<file path="src/hdl/bmrs_cfg.svh">
`ifndef BMRS_CFG_SVH
`define BMRS_CFG_SVH
// strap codes
`define BMRS_STRAP_PARALLEL   4'h0
`define BMRS_STRAP_RAM        4'h1
`define BMRS_STRAP_SERIAL_SLV 4'h2
`define BMRS_STRAP_CAN        4'h3
`define BMRS_STRAP_ETH        4'h4
`define BMRS_STRAP_FLASH      4'h7
`define BMRS_STRAP_SSI_MST    4'h9
`define BMRS_STRAP_I2C_MST    4'hA
`define BMRS_STRAP_FLASH_ALT  4'hF
// control boot commands
`define BMRS_CMD_RAM          32'h0000_0001
`define BMRS_CMD_FLASH        32'h0000_0002
`define BMRS_CMD_SERIAL       32'h0000_0003
`define BMRS_CMD_SPI          32'h0000_0004
`define BMRS_CMD_I2C          32'h0000_0005
`define BMRS_CMD_PARALLEL     32'h0000_0006
// reset values
`define BMRS_RST_RELEASE      1'b0
`endif

</file>
<file path="src/hdl/bmrs_pkg.sv">
package bmrs_pkg;
  typedef enum logic [3:0] {
    BMRS_SRC_PARALLEL   = 4'h0,
    BMRS_SRC_RAM        = 4'h1,
    BMRS_SRC_SERIAL_SLV = 4'h2,
    BMRS_SRC_CAN        = 4'h3,
    BMRS_SRC_ETH        = 4'h4,
    BMRS_SRC_FLASH      = 4'h7,
    BMRS_SRC_SSI_MST    = 4'h9,
    BMRS_SRC_I2C_MST    = 4'hA
  } bmrs_msrc_e;

  typedef enum logic [2:0] {
    BMRS_CSRC_NONE     = 3'h0,
    BMRS_CSRC_RAM      = 3'h1,
    BMRS_CSRC_FLASH    = 3'h2,
    BMRS_CSRC_SERIAL   = 3'h3,
    BMRS_CSRC_SPI      = 3'h4,
    BMRS_CSRC_I2C      = 3'h5,
    BMRS_CSRC_PARALLEL = 3'h6
  } bmrs_csrc_e;

  typedef enum logic [1:0] {
    BMRS_M_RESET  = 2'b00,
    BMRS_M_SAMPLE = 2'b01,
    BMRS_M_LOAD   = 2'b11,
    BMRS_M_RUN    = 2'b10
  } bmrs_mst_e;

  typedef enum logic [1:0] {
    BMRS_C_RESET = 2'b00,
    BMRS_C_IDLE  = 2'b01,
    BMRS_C_WAIT  = 2'b11,
    BMRS_C_LOAD  = 2'b10
  } bmrs_cst_e;
endpackage : bmrs_pkg

</file>
<file path="src/hdl/bmrs_sequencer.sv">
`timescale 1ns/1ns
`default_nettype none
`include "bmrs_cfg.svh"
// Notes on behaviour
// - master samples four strap pins once after internal reset releases.
// - unassigned strap values fall back to running master flash.
// - strap 0000b loads master image over parallel pins, then branches.
// - strap 0010b loads via uart, sync serial or i2c, slaves.
// - strap 0011b loads master image through can interface.
// - strap 0100b loads master image through ethernet interface.
// - 1001b sync serial, 1010b i2c, device as bus master.
// - modes 1, 7, 15 perform no load; run flash or ram.
// - once image resides, branch and hand control to application.
// - command 1 branches control to ram entry point.
// - command 2 branches control to flash entry point.
// - commands 3, 4, 5 load from serial comms, spi, i2c.
// - command 6 loads control image over parallel pins.
// - after boot, control still decodes further mailbox commands.
// - power-on reset holds both reset pins low.
// - reset pins open-drain; external low keeps device in reset.
// - during power-on reset, subsystems reset and gpio high impedance.
// - merge controller, watchdog and nmi requests, and with por.
// - only master leaves reset; others await release bits set to 1.
module bmrs_sequencer
(
  input  wire logic        mclk_in,
  input  wire logic        rst_in,
  input  wire logic        por_n_in,
  input  wire logic        analog_reset_pin_in,
  output logic             analog_reset_pin_out,
  output logic             analog_reset_pin_oe_out,
  input  wire logic        digital_reset_pin_in,
  output logic             digital_reset_pin_out,
  output logic             digital_reset_pin_oe_out,
  input  wire logic        irq_ctrl_rst_req_in,
  input  wire logic        wdog0_rst_req_in,
  input  wire logic        wdog1_rst_req_in,
  input  wire logic        nmi_wdog_rst_req_in,
  input  wire logic [3:0]  strap_in,
  input  wire logic        master_load_done_in,
  input  wire logic        control_reset_release_in,
  input  wire logic        analog_reset_release_in,
  input  wire logic        master_to_control_wake_irq_in,
  input  wire logic        cmd_valid_in,
  input  wire logic [31:0] control_boot_command_mailbox_in,
  input  wire logic        control_load_done_in,
  output logic             master_reset_out,
  output logic             control_reset_out,
  output logic             analog_reset_out,
  output logic             gpio_hiz_out,
  output logic [3:0]       strap_latched_out,
  output logic [3:0]       master_src_out,
  output logic             master_load_out,
  output logic             master_run_out,
  output logic             control_idle_out,
  output logic [2:0]       control_src_out,
  output logic             control_load_out,
  output logic             control_run_out,
  output logic             cmd_taken_out,
  output logic             cmd_ignored_out
);
  // ----------------------------------------
  // state
  // ----------------------------------------
  typedef struct packed {
    bmrs_pkg::bmrs_mst_e  mst;
    bmrs_pkg::bmrs_cst_e  cst;
    logic [3:0]           strap;
    bmrs_pkg::bmrs_msrc_e msrc;
    bmrs_pkg::bmrs_csrc_e csrc;
    logic                 crun;
    logic                 ctl_rel;
    logic                 ana_rel;
    logic                 taken;
    logic                 ignored;
  } bmrs_state_s;

  bmrs_state_s          st_r;
  bmrs_state_s          st_nxt;
  logic                 int_reset;
  logic                 sys_req_n;
  logic [3:0]           req_vec;
  logic [3:0]           req_acc;
  logic                 dec_valid;
  logic                 dec_load;
  bmrs_pkg::bmrs_csrc_e dec_src;

  // ----------------------------------------
  // reset merge and pins
  // ----------------------------------------
  // low-active: por and internal requests combined
  assign req_vec = {nmi_wdog_rst_req_in, wdog1_rst_req_in,
                    wdog0_rst_req_in, irq_ctrl_rst_req_in};
  generate
    for (genvar gi = 0; gi < 4; gi++)
    begin : g_req
      if (gi == 0)
      begin : g_first
        assign req_acc[gi] = req_vec[gi];
      end
      else
      begin : g_rest
        assign req_acc[gi] = req_acc[gi - 1] | req_vec[gi];
      end
    end
  endgenerate
  assign sys_req_n = ~req_acc[3];
  // drive low: oe low means driving, open-drain ties out to 0
  assign digital_reset_pin_out    = 1'b0;
  assign digital_reset_pin_oe_out = por_n_in & sys_req_n;
  assign analog_reset_pin_out     = 1'b0;
  assign analog_reset_pin_oe_out  = por_n_in;
  // external low on either pin keeps device in reset
  assign int_reset = rst_in | ~por_n_in | ~digital_reset_pin_in
                     | ~analog_reset_pin_in;
  assign gpio_hiz_out = int_reset;

  bmrs_cmd_decode u_dec
  (
    .cmd_in    (control_boot_command_mailbox_in),
    .valid_out (dec_valid),
    .load_out  (dec_load),
    .src_out   (dec_src)
  );

  // ----------------------------------------
  // master strap decode
  // ----------------------------------------
  function automatic bmrs_pkg::bmrs_msrc_e strap_src(input logic [3:0] s);
    unique case (s)
      `BMRS_STRAP_PARALLEL:   strap_src = bmrs_pkg::BMRS_SRC_PARALLEL;
      `BMRS_STRAP_RAM:        strap_src = bmrs_pkg::BMRS_SRC_RAM;
      `BMRS_STRAP_SERIAL_SLV: strap_src = bmrs_pkg::BMRS_SRC_SERIAL_SLV;
      `BMRS_STRAP_CAN:        strap_src = bmrs_pkg::BMRS_SRC_CAN;
      `BMRS_STRAP_ETH:        strap_src = bmrs_pkg::BMRS_SRC_ETH;
      `BMRS_STRAP_SSI_MST:    strap_src = bmrs_pkg::BMRS_SRC_SSI_MST;
      `BMRS_STRAP_I2C_MST:    strap_src = bmrs_pkg::BMRS_SRC_I2C_MST;
      default:                strap_src = bmrs_pkg::BMRS_SRC_FLASH;
    endcase
  endfunction : strap_src

  function automatic logic needs_load(input bmrs_pkg::bmrs_msrc_e m);
    needs_load = (m != bmrs_pkg::BMRS_SRC_RAM)
                 && (m != bmrs_pkg::BMRS_SRC_FLASH);
  endfunction : needs_load

  // ----------------------------------------
  // next state
  // ----------------------------------------
  always_comb
  begin
    st_nxt         = st_r;
    st_nxt.taken   = 1'b0;
    st_nxt.ignored = 1'b0;
    unique case (st_r.mst)
      bmrs_pkg::BMRS_M_RESET:
        st_nxt.mst = bmrs_pkg::BMRS_M_SAMPLE;
      bmrs_pkg::BMRS_M_SAMPLE:
      begin
        st_nxt.strap = strap_in;
        st_nxt.msrc  = strap_src(strap_in);
        st_nxt.mst   = needs_load(strap_src(strap_in))
                       ? bmrs_pkg::BMRS_M_LOAD : bmrs_pkg::BMRS_M_RUN;
      end
      bmrs_pkg::BMRS_M_LOAD:
        if (master_load_done_in)
        begin
          st_nxt.mst = bmrs_pkg::BMRS_M_RUN;
        end
      bmrs_pkg::BMRS_M_RUN:
      begin
        // release bits only take effect while master runs
        if (control_reset_release_in)
        begin
          st_nxt.ctl_rel = 1'b1;
        end
        if (analog_reset_release_in)
        begin
          st_nxt.ana_rel = 1'b1;
        end
      end
    endcase
    unique case (st_r.cst)
      bmrs_pkg::BMRS_C_RESET:
        if (st_r.ctl_rel)
        begin
          st_nxt.cst = bmrs_pkg::BMRS_C_IDLE;
        end
      bmrs_pkg::BMRS_C_IDLE:
        if (master_to_control_wake_irq_in)
        begin
          st_nxt.cst = bmrs_pkg::BMRS_C_WAIT;
        end
      bmrs_pkg::BMRS_C_WAIT, bmrs_pkg::BMRS_C_LOAD:
      begin
        if (st_r.cst == bmrs_pkg::BMRS_C_LOAD && control_load_done_in)
        begin
          st_nxt.cst  = bmrs_pkg::BMRS_C_WAIT;
          st_nxt.crun = 1'b1;
        end
        if (cmd_valid_in)
        begin
          if (dec_valid)
          begin
            st_nxt.taken = 1'b1;
            st_nxt.csrc  = dec_src;
            st_nxt.crun  = ~dec_load;
            st_nxt.cst   = dec_load ? bmrs_pkg::BMRS_C_LOAD
                                    : bmrs_pkg::BMRS_C_WAIT;
          end
          else
          begin
            st_nxt.ignored = 1'b1;
          end
        end
      end
    endcase
  end

  // ----------------------------------------
  // registers
  // ----------------------------------------
  always_ff @(posedge mclk_in)
  begin
    if (int_reset)
    begin
      st_r.mst     <= bmrs_pkg::BMRS_M_RESET;
      st_r.cst     <= bmrs_pkg::BMRS_C_RESET;
      st_r.strap   <= 4'h0;
      st_r.msrc    <= bmrs_pkg::BMRS_SRC_FLASH;
      st_r.csrc    <= bmrs_pkg::BMRS_CSRC_NONE;
      st_r.crun    <= 1'b0;
      st_r.ctl_rel <= `BMRS_RST_RELEASE;
      st_r.ana_rel <= `BMRS_RST_RELEASE;
      st_r.taken   <= 1'b0;
      st_r.ignored <= 1'b0;
    end
    else
    begin
      st_r <= st_nxt;
    end
  end

  // ----------------------------------------
  // outputs
  // ----------------------------------------
  assign master_reset_out  = st_r.mst == bmrs_pkg::BMRS_M_RESET;
  assign control_reset_out = ~st_r.ctl_rel;
  assign analog_reset_out  = ~st_r.ana_rel;
  assign strap_latched_out = st_r.strap;
  assign master_src_out    = st_r.msrc;
  assign master_load_out   = st_r.mst == bmrs_pkg::BMRS_M_LOAD;
  assign master_run_out    = st_r.mst == bmrs_pkg::BMRS_M_RUN;
  assign control_idle_out  = st_r.cst == bmrs_pkg::BMRS_C_IDLE;
  assign control_src_out   = st_r.csrc;
  assign control_load_out  = st_r.cst == bmrs_pkg::BMRS_C_LOAD;
  assign control_run_out   = st_r.crun;
  assign cmd_taken_out     = st_r.taken;
  assign cmd_ignored_out   = st_r.ignored;
endmodule : bmrs_sequencer
`default_nettype wire

</file>
<file path="src/hdl/bmrs_cmd_decode.sv">
`timescale 1ns/1ns
`default_nettype none
`include "bmrs_cfg.svh"
module bmrs_cmd_decode
(
  input  wire logic [31:0]        cmd_in,
  output logic                    valid_out,
  output logic                    load_out,
  output bmrs_pkg::bmrs_csrc_e    src_out
);
  // ----------------------------------------
  // command decode
  // ----------------------------------------
  always_comb
  begin
    valid_out = 1'b1;
    load_out  = 1'b1;
    src_out   = bmrs_pkg::BMRS_CSRC_NONE;
    unique case (cmd_in)
      `BMRS_CMD_RAM:
      begin
        src_out  = bmrs_pkg::BMRS_CSRC_RAM;
        load_out = 1'b0;
      end
      `BMRS_CMD_FLASH:
      begin
        src_out  = bmrs_pkg::BMRS_CSRC_FLASH;
        load_out = 1'b0;
      end
      `BMRS_CMD_SERIAL:   src_out = bmrs_pkg::BMRS_CSRC_SERIAL;
      `BMRS_CMD_SPI:      src_out = bmrs_pkg::BMRS_CSRC_SPI;
      `BMRS_CMD_I2C:      src_out = bmrs_pkg::BMRS_CSRC_I2C;
      `BMRS_CMD_PARALLEL: src_out = bmrs_pkg::BMRS_CSRC_PARALLEL;
      default:
      begin
        valid_out = 1'b0;
        load_out  = 1'b0;
      end
    endcase
  end
endmodule : bmrs_cmd_decode
`default_nettype wire

</file>
<file path="config.mk">
export PLATFORM = sky130hd
export DESIGN_NAME = bmrs_sequencer
export DESIGN_NICKNAME = d
export VERILOG_FILES = /design/src/hdl/bmrs_pkg.sv /design/src/hdl/bmrs_sequencer.sv /design/src/hdl/bmrs_cmd_decode.sv
export VERILOG_INCLUDE_DIRS = /design/src /design/src/hdl
export SDC_FILE = /design/constraint.sdc
export NUM_CORES = 1
export LEC_CHECK = 0
export BUFFER_PORTS_ARGS = -buffer_cell sky130_fd_sc_hd__buf_2
export CORE_ASPECT_RATIO = 0.5
export CORE_MARGIN = 2
export CORE_UTILIZATION = 32
export CTS_CLUSTER_DIAMETER = 30
export DETAILED_ROUTE_END_ITERATION = 10
export PLACE_DENSITY = 0.64
export SETUP_SLACK_MARGIN = 0.05
export SYNTH_ARGS = -nofsm -noshare
export SYNTH_HDL_FRONTEND = slang
export SYNTH_SLANG_ARGS = --single-unit
</file>
<file path="constraint.sdc">
create_clock -name mclk_in -period 3 [get_ports mclk_in]
set_clock_uncertainty 0.1 [all_clocks]
set_input_delay 0.15 -clock mclk_in [delete_from_list [all_inputs] [get_ports mclk_in]]
set_output_delay 0.15 -clock mclk_in [all_outputs]
set_load 0.05 [all_outputs]
</file>
-- After elaboration in Yosys (flattened, before gate mapping)
Cells that the tools add are included.
- add/sub/neg operators: 0
- multiply operators: 0
- divide/modulo/power cells: 0
- $lt $le $gt $ge: 0
- equal/unequal tests: 23
- shift-type cells: 0
- muxes and demuxes: 20
- bitwise logic cells: 16
- reduce and logical (&&, ||, !) cells: 15
- operators by type and width (cell ; count):
    $eq A32 B3 Y1 const B ; 3
    $eq A32 B2 Y1 const B ; 2
    $eq A32 B1 Y1 const B ; 1
    $pmux W4 S7 ; 1
    $pmux W3 S6 ; 1
    $mux W2 ; 6
    $pmux W2 S3 ; 2
    $mux W1 ; 9
    $not A1 Y1 ; 9
    $eq A2 B2 Y1 const B ; 4
    $eq A4 B2 Y1 const B ; 2
    $eq A4 B4 Y1 const B ; 2
    $reduce_and A2 Y1 ; 4
    $ne A2 B2 Y1 const B ; 3
    $or A1 B1 Y1 ; 6
    $reduce_or A6 Y1 ; 1
    $eq A2 B1 Y1 const B ; 2
    $eq A4 B1 Y1 const B ; 1
    $eq A4 B3 Y1 const B ; 1
    $logic_not A2 Y1 ; 2
    $logic_not A4 Y1 ; 1
    $mux W4 ; 1
    $ne A4 B1 Y1 const B ; 1
    $ne A4 B3 Y1 const B ; 1
    7 further kinds ; 8
- register bits: 20
- bits in latches: 0
- bits in writable memories: 0
- bits in read-only memories: 0
- bits of input ports: 51
- output and inout port bits: 26
- logic and storage cells: 84
- memories kept: 0

-- Logic depth before layout (Yosys ltp)
- depth after elaboration: 7
- gate-level depth with buffers: 6
- depth with buffers taken out: 5

-- Modules after synthesis
A second synthesis with hierarchy kept.
- cells, all modules: 134
- area, all modules: 1064.8 µm²
- modules (own cells, without submodules) (module ; instances ; cells each ; area each (µm²) ; seq. area each (µm²)):
    bmrs_sequencer ; 1 ; 111 ; 934.6 ; 400.4
    bmrs_cmd_decode ; 1 ; 23 ; 130.1 ; 0.0

-- Least setup slack after synthesis
Ideal clock, no wire load.
- path type: register -> register
- from: reg st_r[17] (netlist bit)
- to: reg st_r[16] (netlist bit)
- arrival: 1.563 ns
- slack: 1.221 ns
- stages on the path, launching flop included: 4
- buffers on the path: 0
- period minus slack after synthesis: 1.779 ns
- cells stage by stage: dfxtp_1 -> nor2b_1 -> o211ai_1 -> and3b_1
- cells in the longest elaborated chain, start to end: 6
- ends and longest elaborated chain (what ; RTL line ; text):
    start, declared ; bmrs_sequencer.sv:78 ; bmrs_state_s st_r;
    start signal, assigned ; bmrs_sequencer.sv:240 ; st_r <= st_nxt;
    $eq A2 B2 Y1 (*) ; n/a ;
    net control_load_out ; bmrs_sequencer.sv:57 ; output logic control_load_out,
    $logic_and A1 B1 Y1 ; bmrs_sequencer.sv:196 ; if (st_r.cst == bmrs_pkg::BMRS_C_LOAD && control_load_done_in)
    $mux W2 ; bmrs_sequencer.sv:196 ;
    $mux W2 ; bmrs_sequencer.sv:203 ; if (dec_valid)
    $mux W2 ; bmrs_sequencer.sv:201 ; if (cmd_valid_in)
    $pmux W2 S3 (*) ; bmrs_sequencer.sv:183 ; unique case (st_r.cst)
Mark *: on every way through the listed nets, which the timed path passes. The rest lies on a longest branch.
A chain may end at the register's enable or synchronous reset.

-- Final worst setup path
- from: in control_boot_command_mailbox_in[25]
- to: reg st_r, in the netlist control_src_out[1]
- cells in the longest elaborated chain, start to end: 4
- ends and longest elaborated chain (what ; RTL line ; text):
    start, declared ; bmrs_sequencer.sv:45 ; input wire logic [31:0] control_boot_command_mailbox_in,
    $eq A32 B1 Y1, or another cell as far along ; bmrs_cmd_decode.sv:19 ; unique case (cmd_in)
    $reduce_or A6 Y1 (no source line) ; n/a ;
    $mux W1 ; bmrs_cmd_decode.sv:19 ;
    $reduce_and A3 Y1 (no source line) ; n/a ;
Several ways; a longest one is shown, not always the timed one.

==> results.md <==
- The worst hold slack after final layout is 0.00761 ns.
- After synthesis, the largest family of logic cells by area is simple AND/OR/NAND/NOR gates.
- For this configuration, the core starts out at a cell density of 34.3%.
- At the end of routability-driven placement, the weighted congestion stood at 0.775.
- The maximum VDD drop is 0.000159 V.
- Setup repair after global routing left no endpoint under its margin.
- Detailed placement finished with a half-perimeter wire length of 2300 um.
- The total leakage power is 0.696 nW.
- Summed over its instances, the top area cell type makes up 33.3% of the synthesized netlist area.
- In this run the deepest clock path goes through 2 buffers.
- The overall via count from detail_route is 1,172.
- The buffers inserted during post-CTS setup optimization is 0.
- The sequential fraction of design power is 43.0%.
- The total of endpoints with negative setup slack in the final report is 0.
- The post-CTS resize count is 0.
- Of the post-synthesis cell area, the part taken by muxes is 3.43%.
- The final-stage net count is 254.
- The number of DRC markers in iteration 0 is 27.
- The register bit count reported by yosys is 20.
- The clock network latency to the later pin of the worst-skew pair is 0.26 ns.
- By startpoint and endpoint, the worst setup path is classified as input pin to register.
- The path class of the tightest hold or removal check is input pin to register.
- The antenna diode count is 0.
- The post-route clock period utilization is 49.7%.
- By area the synthesized netlist is led by sky130_fd_sc_hd__dfxtp_1, sky130_fd_sc_hd__buf_4, sky130_fd_sc_hd__nor4_4, sky130_fd_sc_hd__nor2_1, sky130_fd_sc_hd__nand2_1.
- Compared with the post-synthesis result, the final layout area differs by 31.7%.
- CTS built an H-tree with a depth of 1.
- The share of total power in the clock network is 43.4%.
- Dividing total power by cell area gives a power density of 391 nW/um2.
- STA puts the critical path data required time at 3.08 ns.
- The initial antenna violation count is 0.
- The number of hold-slack violations in the final timing report is 0.
- After technology mapping, the gate count stands at 143.
- The run finished with clean final reports.
- In this run the cell area of the synthesized design comes to 1200 um2.
- After detailed routing, the number of vias per cell comes to 4.63.
- The clock tree from TritonCTS is done.
- For this run, the top clock speed supported by timing is 670 MHz.
- Summing the sequential cell areas from Yosys gives 33.3% of the chip area.
- The critical path endpoint category is a register.
- Setup total negative slack on the finished layout was measured at 0 ns.
- Of all cell types, the one taking the most synthesized area is sky130_fd_sc_hd__dfxtp_1.
- The sort of element at the start of the critical path is an input pin.
- The overall global routing resource usage is 12.9%.
- The main flop type after synthesis is sky130_fd_sc_hd__dfxtp_1.
- The synthesized netlist devotes 13.6% of its cell area to compound gates.
- The minimum period implied by the final worst setup slack is 1.49 ns.
- The number of global-route vias before repair is 983.
- The combinational share of power is 13.6%.
- The height of the die is 47.3 um.
- After synthesis, the mean cell area works out to 8.41 um2.
- The synthesized netlist devotes 0% of its cell area to adder and majority cells.
- In this run the horizontal extent of the chip is 90.7 um.
- After detailed routing, the total wire length is 2750 um.
- The cell sitting at the root of the clock tree is a sky130_fd_sc_hd__clkbuf_8.
- Counting distinct cell types in the post-synthesis netlist gives 39.
- Buffers inserted to repair hold after CTS numbered 0.
- The layout cell share with drive strength beyond 1 is 43.6%.
- The internal power component is 0.481 mW.
- For the worst setup path, the data arrival time is 1.58 ns.
- The first-pass detailed-route iteration total is 4.
- The number of placement rows is 15.
- The clock net in this run drives a total of 20 sinks.
- The die area is 4290 um2.
- The mean routed wirelength per cell is 10.9 um.
- Of the total synthesized cell area, the portion taken by AND, OR, NAND and NOR gates is 34.7%.
- Yosys mapped a number of flops with a built-in enable equal to 0.
- Net switching is 22.5% of the power.
- Of the total synthesized cell area, the portion taken by XOR and XNOR cells is 2.19%.
- Buffers inserted during clock tree synthesis total 3.
- After clock tree synthesis, the clock-pin slew on the worst setup and hold paths is 0.08 ns.
- The number of maximum-capacitance constraint violations is 0.
- The post-detailed-route count of antenna-violating nets is 0.
- The max-slew violation total from the final report is 0.
- The placeable core region is 3510 um2.
- The number of buffers inserted by port buffering is 74.
- The share of flip-flops with an asynchronous set or reset is 0%.
- The global-route wire length before repair is 4260 um.
- The top-level port count is 77.
- The number of filler instances in the final layout is 374.
- The maximum fanout encountered on the critical timing path is 5.
- Yosys printed 0 warnings.
- The maximum number of pins on one net before global-route repair is 14.
- The sum of overflow across all layers after global routing is 0.
- In this run the power spent charging and discharging nets is 0.139 mW.
- The remaining design rule violation count is 0.
[per-stage QoR]
stage / cell area (um2) / worst slack [ns] / util, % / total power [mW] / std cells
after global routing: 1580 / 1.34 / 45.1 / 0.644 / 253
after CTS: 1580 / 1.49 / 45.1 / 0.626 / 253
after global placement: 1510 / 1.41 / 43.1 / 0.356 / 249
after floorplan: 1210 / 1.22 / - / 0.314 / 144
final: 1580 / 1.51 / 45.1 / 0.620 / 253
after detailed placement: 1510 / 1.21 / 43.1 / 0.357 / 249
[Yosys cell counts, drive strengths merged (3+ instances only)]
master  number
a21oi       11
buf         14
clkbuf       6
dfxtp       20
inv          6
mux2i        3
nand2       15
nand2b       3
nand3        3
nand4        3
nor2        16
nor2b        6
nor4         7
o21ai        4
[cell usage in the layout (no fill, tap or decap), drive strengths merged, types with 3 or more instances in the layout]
| cell type | count |
|---|---|
| nand2 | 15 |
| nor4 | 7 |
| nand2b | 3 |
| dfxtp | 20 |
| o21ai | 4 |
| inv | 6 |
| nand3 | 3 |
| clkbuf | 3 |
| nor2 | 16 |
| mux2i | 3 |
| nand4 | 3 |
| buf | 74 |
| a21oi | 11 |
| nor2b | 6 |
[per-layer routing]
| metal | vias up | part of all wire (%) | GRT usage [%] |
|---|---|---|---|
| li1 | 597 | - | - |
| met2 | 35 | 54 | 26.1 |
| met3 | 5 | 7.0 | 4.65 |
| met4 | 0 | 0.94 | 6.46 |
| met5 | - | 0 | 0 |
| met1 | 535 | 38 | 12.7 |
[worst max-delay path: stages]
cell                      delay [ns]
sky130_fd_sc_hd__buf_2          0.09
sky130_fd_sc_hd__nor4_1         0.41
sky130_fd_sc_hd__nand4_2        0.26
sky130_fd_sc_hd__nor4b_4        0.42
sky130_fd_sc_hd__mux2i_1        0.24
[cell families after synthesis]
kind of cell / Yosys count
AO/OA/AOI/OAI: 25
XOR/XNOR: 3
buffers and inverters: 26
flip-flops: 20
multiplexers: 4
other: 1
AND/OR/NAND/NOR: 64
[sequential cells by signal, indices dropped and copies added, names as in the netlist]
name               count
cmd_ignored_out        1
cmd_taken_out          1
control_run_out        1
control_src_out        3
master_src_out         4
st_r                   6
strap_latched_out      4
[path summary, 6_finish.rpt]
check | startpoint | endpoint | slack, ns | cells after the start
worst max-delay path | control_boot_command_mailbox_in[25] | control_src_out[1]$_SDFFE_PP0P_ | 1.51 | 5
worst min-delay path | analog_reset_release_in | st_r[2]$_SDFFE_PP0P_ | 0.008 | 3
worst max register to register | st_r[19]$_SDFFE_PP0P_ | master_src_out[1]$_SDFFE_PP1P_ | 1.62 | 3
worst min register to register | strap_latched_out[1]$_SDFFE_PP0P_ | strap_latched_out[1]$_SDFFE_PP0P_ | 0.35 | 2
[power by group through the flow]
stage / combinational (mW) / sequential (mW) / clock [mW]
after global routing: 0.0927 / 0.266 / 0.285
final: 0.0843 / 0.266 / 0.269
after floorplan: 0.0418 / 0.272 / 0
after detailed placement: 0.0848 / 0.273 / 0
after global placement: 0.0830 / 0.273 / 0
after CTS: 0.0849 / 0.266 / 0.275
[final cells by class]
type / count / area, um2 / share of cell area (%)
repair buffers: 74 / 370 / 23.4
clock inverters: 1 / 30.0 / 1.90
well taps: 51 / 63.8 / 4.03
inverters: 6 / 22.5 / 1.42
flip-flops and latches: 20 / 400 / 25.3
clock buffers: 3 / 41.3 / 2.61
multi-input cells: 98 / 656 / 41.4
Power figures use the tool's default switching activity.
